<file path="src/sau_regs.svh">
// constants of the saturating add/subtract datapath
// assumes a single core clock and a 32-bit register file
`ifndef SAU_REGS_SVH
`define SAU_REGS_SVH
`define SAU_WORD_W 32
`define SAU_HALF_W 16
`define SAU_BYTE_W 8
`define SAU_REG_IDX_W 4
`define SAU_SP_IDX 4'hd
`define SAU_PC_IDX 4'hf
`define SAU_FLAG_RST 1'b0
`define SAU_WORD_RST 32'h0000_0000
`endif

</file>
<file path="src/sau_pkg.sv">
// types shared by the saturating arithmetic unit
// assumes sau_regs.svh for widths
`include "sau_regs.svh"
package sau_pkg;
    // operation selector
    typedef enum logic [3:0] {
        sau_op_add_word,
        sau_op_sub_word,
        sau_op_add_bytes,
        sau_op_sub_bytes,
        sau_op_add_halves,
        sau_op_sub_halves,
        sau_op_add_sub_exch,
        sau_op_sub_add_exch,
        sau_op_double_add,
        sau_op_double_sub,
        sau_op_uadd_sub_exch,
        sau_op_usub_add_exch
    } sau_op_type;

    // one issued operation from decode
    typedef struct packed {
        sau_op_type op;
        logic cond_pass;
        logic dest_given;
        logic [`SAU_REG_IDX_W-1:0] dest_idx;
        logic [`SAU_REG_IDX_W-1:0] first_idx;
        logic [`SAU_WORD_W-1:0] first_operand;
        logic [`SAU_WORD_W-1:0] second_operand;
    } sau_req_type;

    // result toward the register file
    typedef struct packed {
        logic wr_en;
        logic [`SAU_REG_IDX_W-1:0] wr_idx;
        logic [`SAU_WORD_W-1:0] wr_data;
    } sau_rsp_type;
endpackage

</file>
<file path="src/sau_lane_sat.sv">
// one saturating add/subtract lane, signed or unsigned
// assumes plain combinational use inside the datapath
module sau_lane_sat #(
    parameter int W = 16
) (
    // operands and mode
    input wire logic [W-1:0] a,
    input wire logic [W-1:0] b,
    input wire logic subtract,
    input wire logic is_unsigned,
    // clamped result
    output logic [W-1:0] y,
    output logic saturated
);
    logic [W:0] ext_a;
    logic [W:0] ext_b;
    logic [W:0] raw;

    initial begin
        if (W < 2) $error("lane width too small");
    end

    // extend one bit so the lane never carries out of itself
    always_comb begin
        ext_a = is_unsigned ? {1'b0, a} : {a[W-1], a};
        ext_b = is_unsigned ? {1'b0, b} : {b[W-1], b};
        raw = subtract ? ext_a - ext_b : ext_a + ext_b;
        saturated = 1'b0;
        y = raw[W-1:0];
        if (is_unsigned) begin
            if (raw[W]) begin
                saturated = 1'b1;
                y = subtract ? '0 : '1;
            end
        end else if (raw[W] != raw[W-1]) begin
            saturated = 1'b1;
            y = {raw[W], {(W-1){~raw[W]}}};
        end
    end
endmodule

</file>
<file path="src/sau_unit.sv">
// saturating add/subtract datapath with sticky saturation flag
// assumes decode never issues the stack pointer or program counter
`include "sau_regs.svh"
module sau_unit (
    // clock and reset
    input wire logic sys_clk,
    input wire logic arst_n,
    input wire logic clk_en,
    // operation issue
    input wire logic req_valid,
    input wire sau_pkg::sau_req_type req,
    // special-register access to the status word
    input wire logic write_special_reg,
    input wire logic write_sat_flag,
    // result and status
    output sau_pkg::sau_rsp_type rsp,
    output logic read_special_reg_sat,
    output logic illegal_reg_seen
);
    import sau_pkg::*;

    logic [`SAU_WORD_W-1:0] a;
    logic [`SAU_WORD_W-1:0] b;
    logic [`SAU_WORD_W-1:0] result;
    logic sub_sel;
    logic unsigned_sel;
    logic [1:0] lane_sub;
    logic [1:0] half_sat;
    logic [3:0] byte_sat;
    logic [31:0] half_y;
    logic [31:0] byte_y;
    logic [31:0] hx_a;
    logic [31:0] hx_b;
    logic [31:0] word_y;
    logic word_sat;
    logic [31:0] dbl_y;
    logic dbl_sat;
    logic [31:0] word_b;
    logic word_sub;
    logic set_flag;
    logic sat_flag_reg;
    logic sat_flag_next;
    sau_rsp_type rsp_next;

    assign a = req.first_operand;
    assign b = req.second_operand;

    // doubling step, saturated to 32 bits
    sau_lane_sat #(.W(`SAU_WORD_W)) u_double (
        .a(b), .b(b), .subtract(1'b0), .is_unsigned(1'b0),
        .y(dbl_y), .saturated(dbl_sat)
    );

    // word step takes doubled operand for double forms
    always_comb begin
        word_b = b;
        word_sub = (req.op == sau_op_sub_word);
        if (req.op == sau_op_double_add || req.op == sau_op_double_sub) begin
            word_b = dbl_y;
            word_sub = (req.op == sau_op_double_sub);
        end
    end

    sau_lane_sat #(.W(`SAU_WORD_W)) u_word (
        .a(a), .b(word_b), .subtract(word_sub), .is_unsigned(1'b0),
        .y(word_y), .saturated(word_sat)
    );

    // halfword operand routing, swapped for exchange forms
    always_comb begin
        hx_a = a;
        hx_b = b;
        unsigned_sel = 1'b0;
        sub_sel = (req.op == sau_op_sub_halves);
        lane_sub = {sub_sel, sub_sel};
        case (req.op)
            sau_op_add_sub_exch, sau_op_uadd_sub_exch: begin
                hx_b = {b[`SAU_HALF_W-1:0], b[`SAU_WORD_W-1:`SAU_HALF_W]};
                lane_sub = 2'b01;
            end
            sau_op_sub_add_exch, sau_op_usub_add_exch: begin
                hx_b = {b[`SAU_HALF_W-1:0], b[`SAU_WORD_W-1:`SAU_HALF_W]};
                lane_sub = 2'b10;
            end
            default: begin
            end
        endcase
        if (req.op == sau_op_uadd_sub_exch || req.op == sau_op_usub_add_exch) begin
            unsigned_sel = 1'b1;
        end
    end

    // independent half lanes, clamped signed or unsigned
    for (genvar i = 0; i < 2; i++) begin : g_half
        sau_lane_sat #(.W(`SAU_HALF_W)) u_half (
            .a(hx_a[i*`SAU_HALF_W +: `SAU_HALF_W]), .b(hx_b[i*`SAU_HALF_W +: `SAU_HALF_W]),
            .subtract(lane_sub[i]), .is_unsigned(unsigned_sel),
            .y(half_y[i*`SAU_HALF_W +: `SAU_HALF_W]), .saturated(half_sat[i])
        );
    end

    // independent byte lanes
    for (genvar i = 0; i < 4; i++) begin : g_byte
        sau_lane_sat #(.W(`SAU_BYTE_W)) u_byte (
            .a(a[i*`SAU_BYTE_W +: `SAU_BYTE_W]), .b(b[i*`SAU_BYTE_W +: `SAU_BYTE_W]),
            .subtract(req.op == sau_op_sub_bytes), .is_unsigned(1'b0),
            .y(byte_y[i*`SAU_BYTE_W +: `SAU_BYTE_W]), .saturated(byte_sat[i])
        );
    end

    // result select and flag set decision
    always_comb begin
        result = word_y;
        set_flag = 1'b0;
        case (req.op)
            sau_op_add_word, sau_op_sub_word: begin
                set_flag = word_sat;
            end
            sau_op_double_add, sau_op_double_sub: begin
                set_flag = word_sat | dbl_sat;
            end
            sau_op_add_bytes, sau_op_sub_bytes: begin
                result = byte_y;
            end
            default: begin
                result = half_y;
            end
        endcase
    end

    // write-back; destination defaults to first operand
    always_comb begin
        rsp_next.wr_en = clk_en & req_valid & req.cond_pass;
        rsp_next.wr_idx = req.dest_given ? req.dest_idx : req.first_idx;
        rsp_next.wr_data = result;
    end

    // sticky flag: saturation set wins over a simultaneous clear
    always_comb begin
        sat_flag_next = sat_flag_reg;
        if (write_special_reg) begin
            sat_flag_next = write_sat_flag;
        end
        if (req_valid && req.cond_pass && set_flag) begin
            sat_flag_next = 1'b1;
        end
    end

    always_ff @(posedge sys_clk or negedge arst_n) begin
        if (!arst_n) begin
            sat_flag_reg <= `SAU_FLAG_RST;
        end else if (clk_en) begin
            sat_flag_reg <= sat_flag_next;
        end
    end

    // registered result toward the register file
    always_ff @(posedge sys_clk or negedge arst_n) begin
        if (!arst_n) begin
            rsp <= '{wr_en: 1'b0, wr_idx: '0, wr_data: `SAU_WORD_RST};
        end else begin
            rsp.wr_en <= rsp_next.wr_en;
            if (clk_en) begin
                rsp.wr_idx <= rsp_next.wr_idx;
                rsp.wr_data <= rsp_next.wr_data;
            end
        end
    end

    // status word view of the flag
    always_ff @(posedge sys_clk or negedge arst_n) begin
        if (!arst_n) begin
            read_special_reg_sat <= `SAU_FLAG_RST;
        end else if (clk_en) begin
            read_special_reg_sat <= sat_flag_next;
        end
    end

    // diagnostic: decode named stack pointer or program counter
    always_ff @(posedge sys_clk or negedge arst_n) begin
        if (!arst_n) begin
            illegal_reg_seen <= 1'b0;
        end else if (clk_en) begin
            illegal_reg_seen <= req_valid && (
                req.first_idx == `SAU_SP_IDX || req.first_idx == `SAU_PC_IDX ||
                (req.dest_given && (req.dest_idx == `SAU_SP_IDX ||
                                    req.dest_idx == `SAU_PC_IDX)));
        end
    end
    // condition flags N Z C V have no path in this block at all
endmodule

</file>
<file path="config.mk">
export PLATFORM = sky130hd
export DESIGN_NAME = sau_unit
export DESIGN_NICKNAME = d
export VERILOG_FILES = /design/src/sau_pkg.sv /design/src/sau_lane_sat.sv /design/src/sau_unit.sv
export VERILOG_INCLUDE_DIRS = /design/src
export SDC_FILE = /design/constraint.sdc
export NUM_CORES = 1
export LEC_CHECK = 0
export BUFFER_PORTS_ARGS = -buffer_cell sky130_fd_sc_hd__buf_4
export CAP_MARGIN = 5
export CORE_ASPECT_RATIO = 0.7
export CORE_MARGIN = 8
export CORE_UTILIZATION = 45
export CTS_CLUSTER_DIAMETER = 150
export DETAILED_ROUTE_END_ITERATION = 10
export PLACE_DENSITY = 0.72
export SYNTH_ARGS = -nofsm -noshare
export SYNTH_HDL_FRONTEND = slang
export SYNTH_SLANG_ARGS = --single-unit
</file>
<file path="constraint.sdc">
create_clock -name sys_clk -period 1.5 [get_ports sys_clk]
set_input_delay 0.225 -clock sys_clk [delete_from_list [all_inputs] [get_ports sys_clk]]
set_output_delay 0.225 -clock sys_clk [all_outputs]
set_load 0.01 [all_outputs]
</file>
==> results.py, run 1 <==
metrics = {
    "finish": {
        "num-fill-cells": 1966,
        "layoutNonFillerInstCount": 2477,
        "fin_util_pct": 72.35,
        "area_growth_pct": 59.86,
        "final_nets": 2359,
        "drive_above_1_share_pct": 39.43,
    },
    "placed_design": {
        "dp.cells": 2423,
        "place_hpwl_um": 42320,
        "portBuffers": 122,
        "dpl_worst_slack_ps": -4318,
        "gp_congestion": 1.034,
    },
    "timing": {
        "setup_violations": 33,
        "holdWs_ps": 158.3,
        "fin_crit_ps": 5048,
        "fin_crit_sh_pct": 336.6,
        "slew_headroom_pct": 56.89,
        "tns_ps": -114390,
        "rsz0062_at_grt": "yes",
        "slew_viol_final": 0,
        "worst_pin_slew_ps": 642.8,
        "fin_ws_ps": -3548,
        "fmax_mhz": 198.1,
        "finClkSkew_ps": 0,
        "final_hold_viol_count": 0,
    },
    "global_routing": {
        "grt_pass1_wl_um": 79340,
        "grt_max_degree": 40,
        "grt_pass1_vias": 14217,
        "grt_overflow": 0,
        "grt_antenna_before_repair": 1,
        "grtUsageTotal_pct": 35.59,
    },
    "status": {
        "status": "complete, but fails checks",
        "violations": "setup timing",
    },
    "critical_path": {
        "worst-setup-path-type": "in -> reg",
        "worst_setup_path_end_kind": "flip-flop",
        "endpoint": "rsp[1]",
        "reg2regPathDepth": 2,
        "r2r-end": "rsp[21]",
        "arrival_ps": 5280,
        "regToRegSetupSlack_ps": 610,
        "start_kind": "primary input",
        "crit_start": "req[31]",
        "cp.required_ps": 1730,
        "crit_fanout": 14,
        "r2r-start": "rsp[21]",
    },
    "clock_network": {
        "cts_sinks": 39,
        "insertion_delay_ps": 310,
        "cts-root-buf": "clkbuf_16",
        "clk_pin_slew_ps": 70,
        "cts_made_buffers": 5,
        "cts_tree": "built",
        "htreeDepth": 2,
        "clock_tree.buffer_depth": 2,
    },
    "synth": {
        "synthesis.area_um2": 10570,
        "synthArstFlopShare_pct": 100.0,
        "synthTopCellsByArea": "ha_1 13%, xnor2_1 9.6%, dfrtp_1 9.2%",
        "synth-edff-count": 0,
        "synth_top_area_share_pct": 13.14,
        "synth_common_cells": "168 x nor2_1, 165 x a21oi_1, 137 x o21ai_0, 116 x nand2_1, 116 x xnor2_1",
        "ys_ff_latch": 39,
        "avgSynthCellArea_um2": 6.879,
        "synthCells": 1536,
        "synthDistinctLibCells": 74,
        "synth_top_flop_cell": "dfrtp_1",
        "synth.most_common_cell": "nor2_1",
        "synth_nets": 1738,
        "yosys.area.top_type": "ha_1",
        "seq_area_frac_synth_pct": 9.236,
        "yosys_warnings": 0,
    },
    "route": {
        "wl_met1_um": 23570,
        "met2_length_um": 20540,
        "routed.top_layer": "met4",
        "wl_met3_um": 6245,
        "wirelength_um": 51890,
        "wl_per_cell_um": 20.95,
        "firstDrtPassIters": 7,
        "ant_nets": 0,
        "routed-via-count": 14594,
        "drtIter0Drc": 1609,
        "vias_per_cell": 5.892,
        "drc_errors": 0,
    },
    "floorplan": {
        "core_area_um2": 23350,
        "start_util_pct": 45.26,
        "dieArea_um2": 28720,
        "io_pins": 123,
        "fp-row-count": 47,
        "fp.dieW_um": 199.2,
        "dieHeight_um": 144.2,
    },
    "min_path": {
        "hp-class": "in -> reg",
        "hold-path-cell-count": 3,
    },
    "power_and_ir_drop": {
        "power_density_nw_per_um2": 846.7,
        "leakage_nw": 8.089,
        "peakVddDrop_mv": 0.5238,
    },
    "job": {
        "cap_violations": 0,
    },
}
## per-stage QoR
step | area [µm²] | total power, mW
3_5_place_dp | 15740 | 11.92
4_1_cts | 16810 | 13.95
2_1_floorplan | 10790 | 6.939
3_3_place_gp | 15740 | 11.71
6_report | 16890 | 14.30
5_1_grt | 16890 | 15.14
## worst min-delay path by stage
| stage | startpoint | to | slack, ps |
|---|---|---|---|
| after CTS | req_valid | illegal_reg_seen | 160 |
| after global placement | arst_n | rsp[11] | 280 |
| after floorplan | arst_n | illegal_reg_seen | -70 |
| after global routing | req_valid | illegal_reg_seen | 200 |
| final | req_valid | illegal_reg_seen | 160 |
| after detailed placement | arst_n | rsp[11] | 280 |
## kinds of logic (layout without fill, tap and decap cells)
logic type               count (synthesis)  count (layout)  share of synthesized area, %
AND/OR/NAND/NOR                        484             484                         21.74
flip-flops                              39              39                         9.236
buffers and inverters                  156             778                         5.944
AO/OA/AOI/OAI                          547             547                         32.24
XOR/XNOR                               163             163                         13.51
other                                    0               1                             0
adder cells (fa/ha/maj)                120             120                         14.66
multiplexers                            27              27                         2.664
## area by class of cell
type | count | area [µm²] | share of cell area [%]
clock inverter | 3 | 43.79 | 0.2593
tap | 318 | 397.9 | 2.356
antenna | 1 | 2.502 | 0.01481
clock buffer | 5 | 125.1 | 0.7407
inverter | 61 | 236.5 | 1.400
timing repair buffer | 709 | 5505 | 32.59
sequential | 39 | 975.9 | 5.778
multi-input combinational | 1341 | 9604 | 56.86
## repair_timing
| item | CTS | global route |
|---|---|---|
| hold buffers | 1 | 0 |
| buffers inserted | 45 | 1 |
| hold endpoints to repair | 39 | 0 |
| pin swaps | 76 | 6 |
| resized for setup | 150 | 17 |
| endpoints found under the setup margin | 33 | 33 |
## flip-flops by register name (all words and copies together) (netlist names)
| signal | flops |
|---|---|
| read_special_reg_sat | 1 |
| rsp | 37 |
| illegal_reg_seen | 1 |
## worst max-delay path, stage by stage
cell       delay [ps]
buf_8              80
inv_6              30
ha_4              280
or4b_4            550
o22ai_2           120
and4_1            220
o21ai_2            90
o21ai_2           180
o2111ai_2         170
nor4b_4           350
nand3_1           160
a21oi_2           160
xor2_1            170
ha_1              260
and3_4            160
a31oi_1           140
o21ai_1           120
buf_4             150
a211o_1           220
a31oi_1           180
o21a_1            230
buf_4             130
nand4b_1          160
nand2_2           180
buf_6             150
a21oi_4            60
buf_12            150
a31oi_2           180
## power breakdown
part	internal [mW]	total (mW)	switching [mW]
clock	0.790	1.39	0.605
sequential	1.41	1.68	0.266
combinational	5.60	11.2	5.63
## placed cells by master (no fill, tap or decap), types with 8 or more instances in the layout
| cell type | n |
|---|---|
| a211oi_1 | 15 |
| a211oi_2 | 8 |
| a21boi_0 | 9 |
| a21o_1 | 37 |
| a21oi_1 | 148 |
| a21oi_2 | 15 |
| a221o_1 | 8 |
| a31oi_1 | 25 |
| and3_1 | 9 |
| buf_4 | 678 |
| buf_6 | 20 |
| dfrtp_1 | 39 |
| ha_1 | 104 |
| inv_1 | 57 |
| mux2i_1 | 20 |
| nand2_1 | 107 |
| nand2b_1 | 23 |
| nand3_1 | 31 |
| nor2_1 | 161 |
| nor2b_1 | 18 |
| nor3_1 | 40 |
| o211ai_1 | 10 |
| o21a_1 | 20 |
| o21ai_0 | 105 |
| o21ai_1 | 23 |
| o21ai_2 | 11 |
| o22ai_1 | 13 |
| o31ai_1 | 12 |
| or2_2 | 12 |
| or3_1 | 12 |
| xnor2_1 | 109 |
| xor2_1 | 45 |
## per-layer routing
layer	vias to the layer above	track usage [%]
met5	-	0
met4	0	10.50
met2	811	51.06
met3	106	8.510
li1	6826	-
met1	6851	51.42
Note: power is estimated with default switching activity, not from simulation.
==> run 2, diff against run 1 <==
--- a/config.mk
+++ b/config.mk
@@ -14,6 +14,8 @@
 export CTS_CLUSTER_DIAMETER = 150
 export DETAILED_ROUTE_END_ITERATION = 10
 export PLACE_DENSITY = 0.72
+export REMOVE_ABC_BUFFERS = 1
+export SKIP_LAST_GASP = 1
 export SYNTH_ARGS = -nofsm -noshare
 export SYNTH_HDL_FRONTEND = slang
 export SYNTH_SLANG_ARGS = --single-unit
==> results.py, run 2 (same netlist as run 1, synthesis figures left out) <==
metrics = {
    "floorplan": {
        "core_area_um2": 23350,
        "dieHeight_um": 144.2,
        "dieArea_um2": 28720,
        "io_pins": 123,
        "fp-row-count": 47,
        "start_util_pct": 45.26,
        "fp.dieW_um": 199.2,
    },
    "timing": {
        "rsz0062_at_grt": "yes",
        "fin_crit_sh_pct": 340.0,
        "fin_crit_ps": 5100,
        "setup_violations": 33,
        "fin_ws_ps": -3600,
        "worst_pin_slew_ps": 684.7,
        "final_hold_viol_count": 0,
        "slew_headroom_pct": 53.93,
        "finClkSkew_ps": 0,
        "fmax_mhz": 196.1,
        "slew_viol_final": 0,
    },
    "critical_path": {
        "start_kind": "primary input",
        "worst_setup_path_end_kind": "flip-flop",
        "cp_slowest_cell": "or4b_4",
        "slowest_delay_ps": 520,
        "worst-setup-path-type": "in -> reg",
        "cp.required_ps": 1690,
        "crit_top_cell": "o21ai_2",
        "regToRegSetupSlack_ps": 650,
        "crit_fanout": 5,
        "arrival_ps": 5290,
    },
    "route": {
        "firstDrtPassIters": 6,
        "ant_nets": 0,
        "wl_met3_um": 8476,
        "wirelength_um": 56740,
        "routed-via-count": 14862,
        "routed.top_layer": "met4",
        "met2_length_um": 21760,
        "vias_per_cell": 6.000,
        "drtIter0Drc": 1814,
        "wl_per_cell_um": 22.91,
        "drc_errors": 0,
        "wl_met1_um": 25050,
    },
    "finish": {
        "drive_above_1_share_pct": 39.18,
        "final_common_cell": "buf_4",
        "largest_registers": "rsp: 37 flops, illegal_reg_seen: 1 flops, read_special_reg_sat: 1 flops",
        "area_growth_pct": 60.07,
        "final_nets": 2360,
        "diodes": 0,
        "layout_common_cells": "681 x buf_4, 161 x nor2_1, 153 x a21oi_1",
        "largest_reg_flops": 37,
        "top_register": "rsp",
    },
    "global_routing": {
        "grt_antenna_before_repair": 0,
        "grt_max_degree": 40,
        "grt_pass1_vias": 13962,
        "grt_overflow": 0,
        "grtUsageTotal_pct": 37.85,
        "grt_pass1_wl_um": 82810,
    },
    "power_and_ir_drop": {
        "power_density_nw_per_um2": 848.6,
        "power_mw": 14.35,
        "switching_power_mw": 6.778,
        "seq_power_share_pct": 11.6,
        "swShare_pct": 47.22,
        "power_frac_comb_pct": 79.9,
        "p_int_mw": 7.575,
        "clkPwrFrac_pct": 8.5,
        "peakVddDrop_mv": 0.5304,
        "leakage_nw": 8.033,
    },
    "placed_design": {
        "dpl_worst_slack_ps": -4678,
        "gp_congestion": 1.118,
        "portBuffers": 122,
        "place_hpwl_um": 46910,
    },
    "status": {
        "status": "complete, but fails checks",
        "violations": "setup timing",
    },
    "clock_network": {
        "htreeDepth": 2,
        "cts_made_buffers": 5,
        "cts_sinks": 39,
        "cts-root-buf": "clkbuf_16",
        "cts_tree": "built",
        "clock_tree.buffer_depth": 2,
        "insertion_delay_ps": 310,
        "clk_pin_slew_ps": 70,
    },
    "job": {
        "cap_violations": 0,
    },
    "min_path": {
        "hp-class": "in -> reg",
    },
}
[run 2: what timing repair did]
action	in CTS	in global routing
cloned	0	1
endpoints found under the hold margin	39	0
pin swaps	41	43
buffers inserted	28	13
hold buffers	1	0
resized for setup	108	82
endpoints found under the setup margin	33	33
[run 2: stage by stage]
stage          area (µm²)  hold WS [ps]  cells  setup TNS (ps)  util (%)
6_report            16910         174.7   2477         -115710     72.45
5_1_grt             16910         205.0   2477         -122390     72.45
4_1_cts             16410         175.2   2465         -109680     70.28
3_5_place_dp        15650         257.8   2430         -146670     67.03
3_3_place_gp        15650         249.8   2430         -142360     67.03
2_1_floorplan       10170        -70.59   1441         -166740         -
[run 2: cell type report]
| type | instances | area [µm²] |
|---|---|---|
| fillers | 1867 | 6432 |
| flip-flops and latches | 39 | 975.9 |
| clock inverters | 3 | 23.77 |
| multi-input cells | 1341 | 9646 |
| repair buffers | 710 | 5507 |
| inverters | 61 | 239.0 |
| clock buffers | 5 | 125.1 |
| well taps | 318 | 397.9 |
[run 2: worst paths after layout]
kind,startpoint,endpoint,cells after the start
max,req[30],rsp[20],26
min,req_valid,illegal_reg_seen,3
max reg2reg,rsp[21],rsp[21],2
min reg2reg,rsp[18],rsp[18],1
max in group asynchronous,arst_n,rsp[30],2
min in group asynchronous,arst_n,rsp[32],2
[run 2: per-layer routing]
layer | up-vias | global-route usage, %
met1 | 7002 | 53.71
met5 | - | 0
met2 | 938 | 51.31
met4 | 0 | 9.374
met3 | 109 | 15.62
li1 | 6813 | -
[run 2: power by group through the flow]
stage / Clock [mW] / Sequential (mW) / Combinational, mW
CTS: 1.22 / 1.66 / 10.7
finish: 1.21 / 1.67 / 11.5
detailed placement: 0 / 1.67 / 10.2
floorplan: 0 / 1.79 / 4.83
global route: 1.24 / 1.71 / 12.2
global placement: 0 / 1.66 / 10.0
[run 2: worst max-delay path: cells and delay by family]
kind,cells,cell delay [ps]
AOI/OAI and AO/OA,13,2500
and+or+nand+nor,6,1580
adders and majority gates,2,380
buffers and inverters,5,590
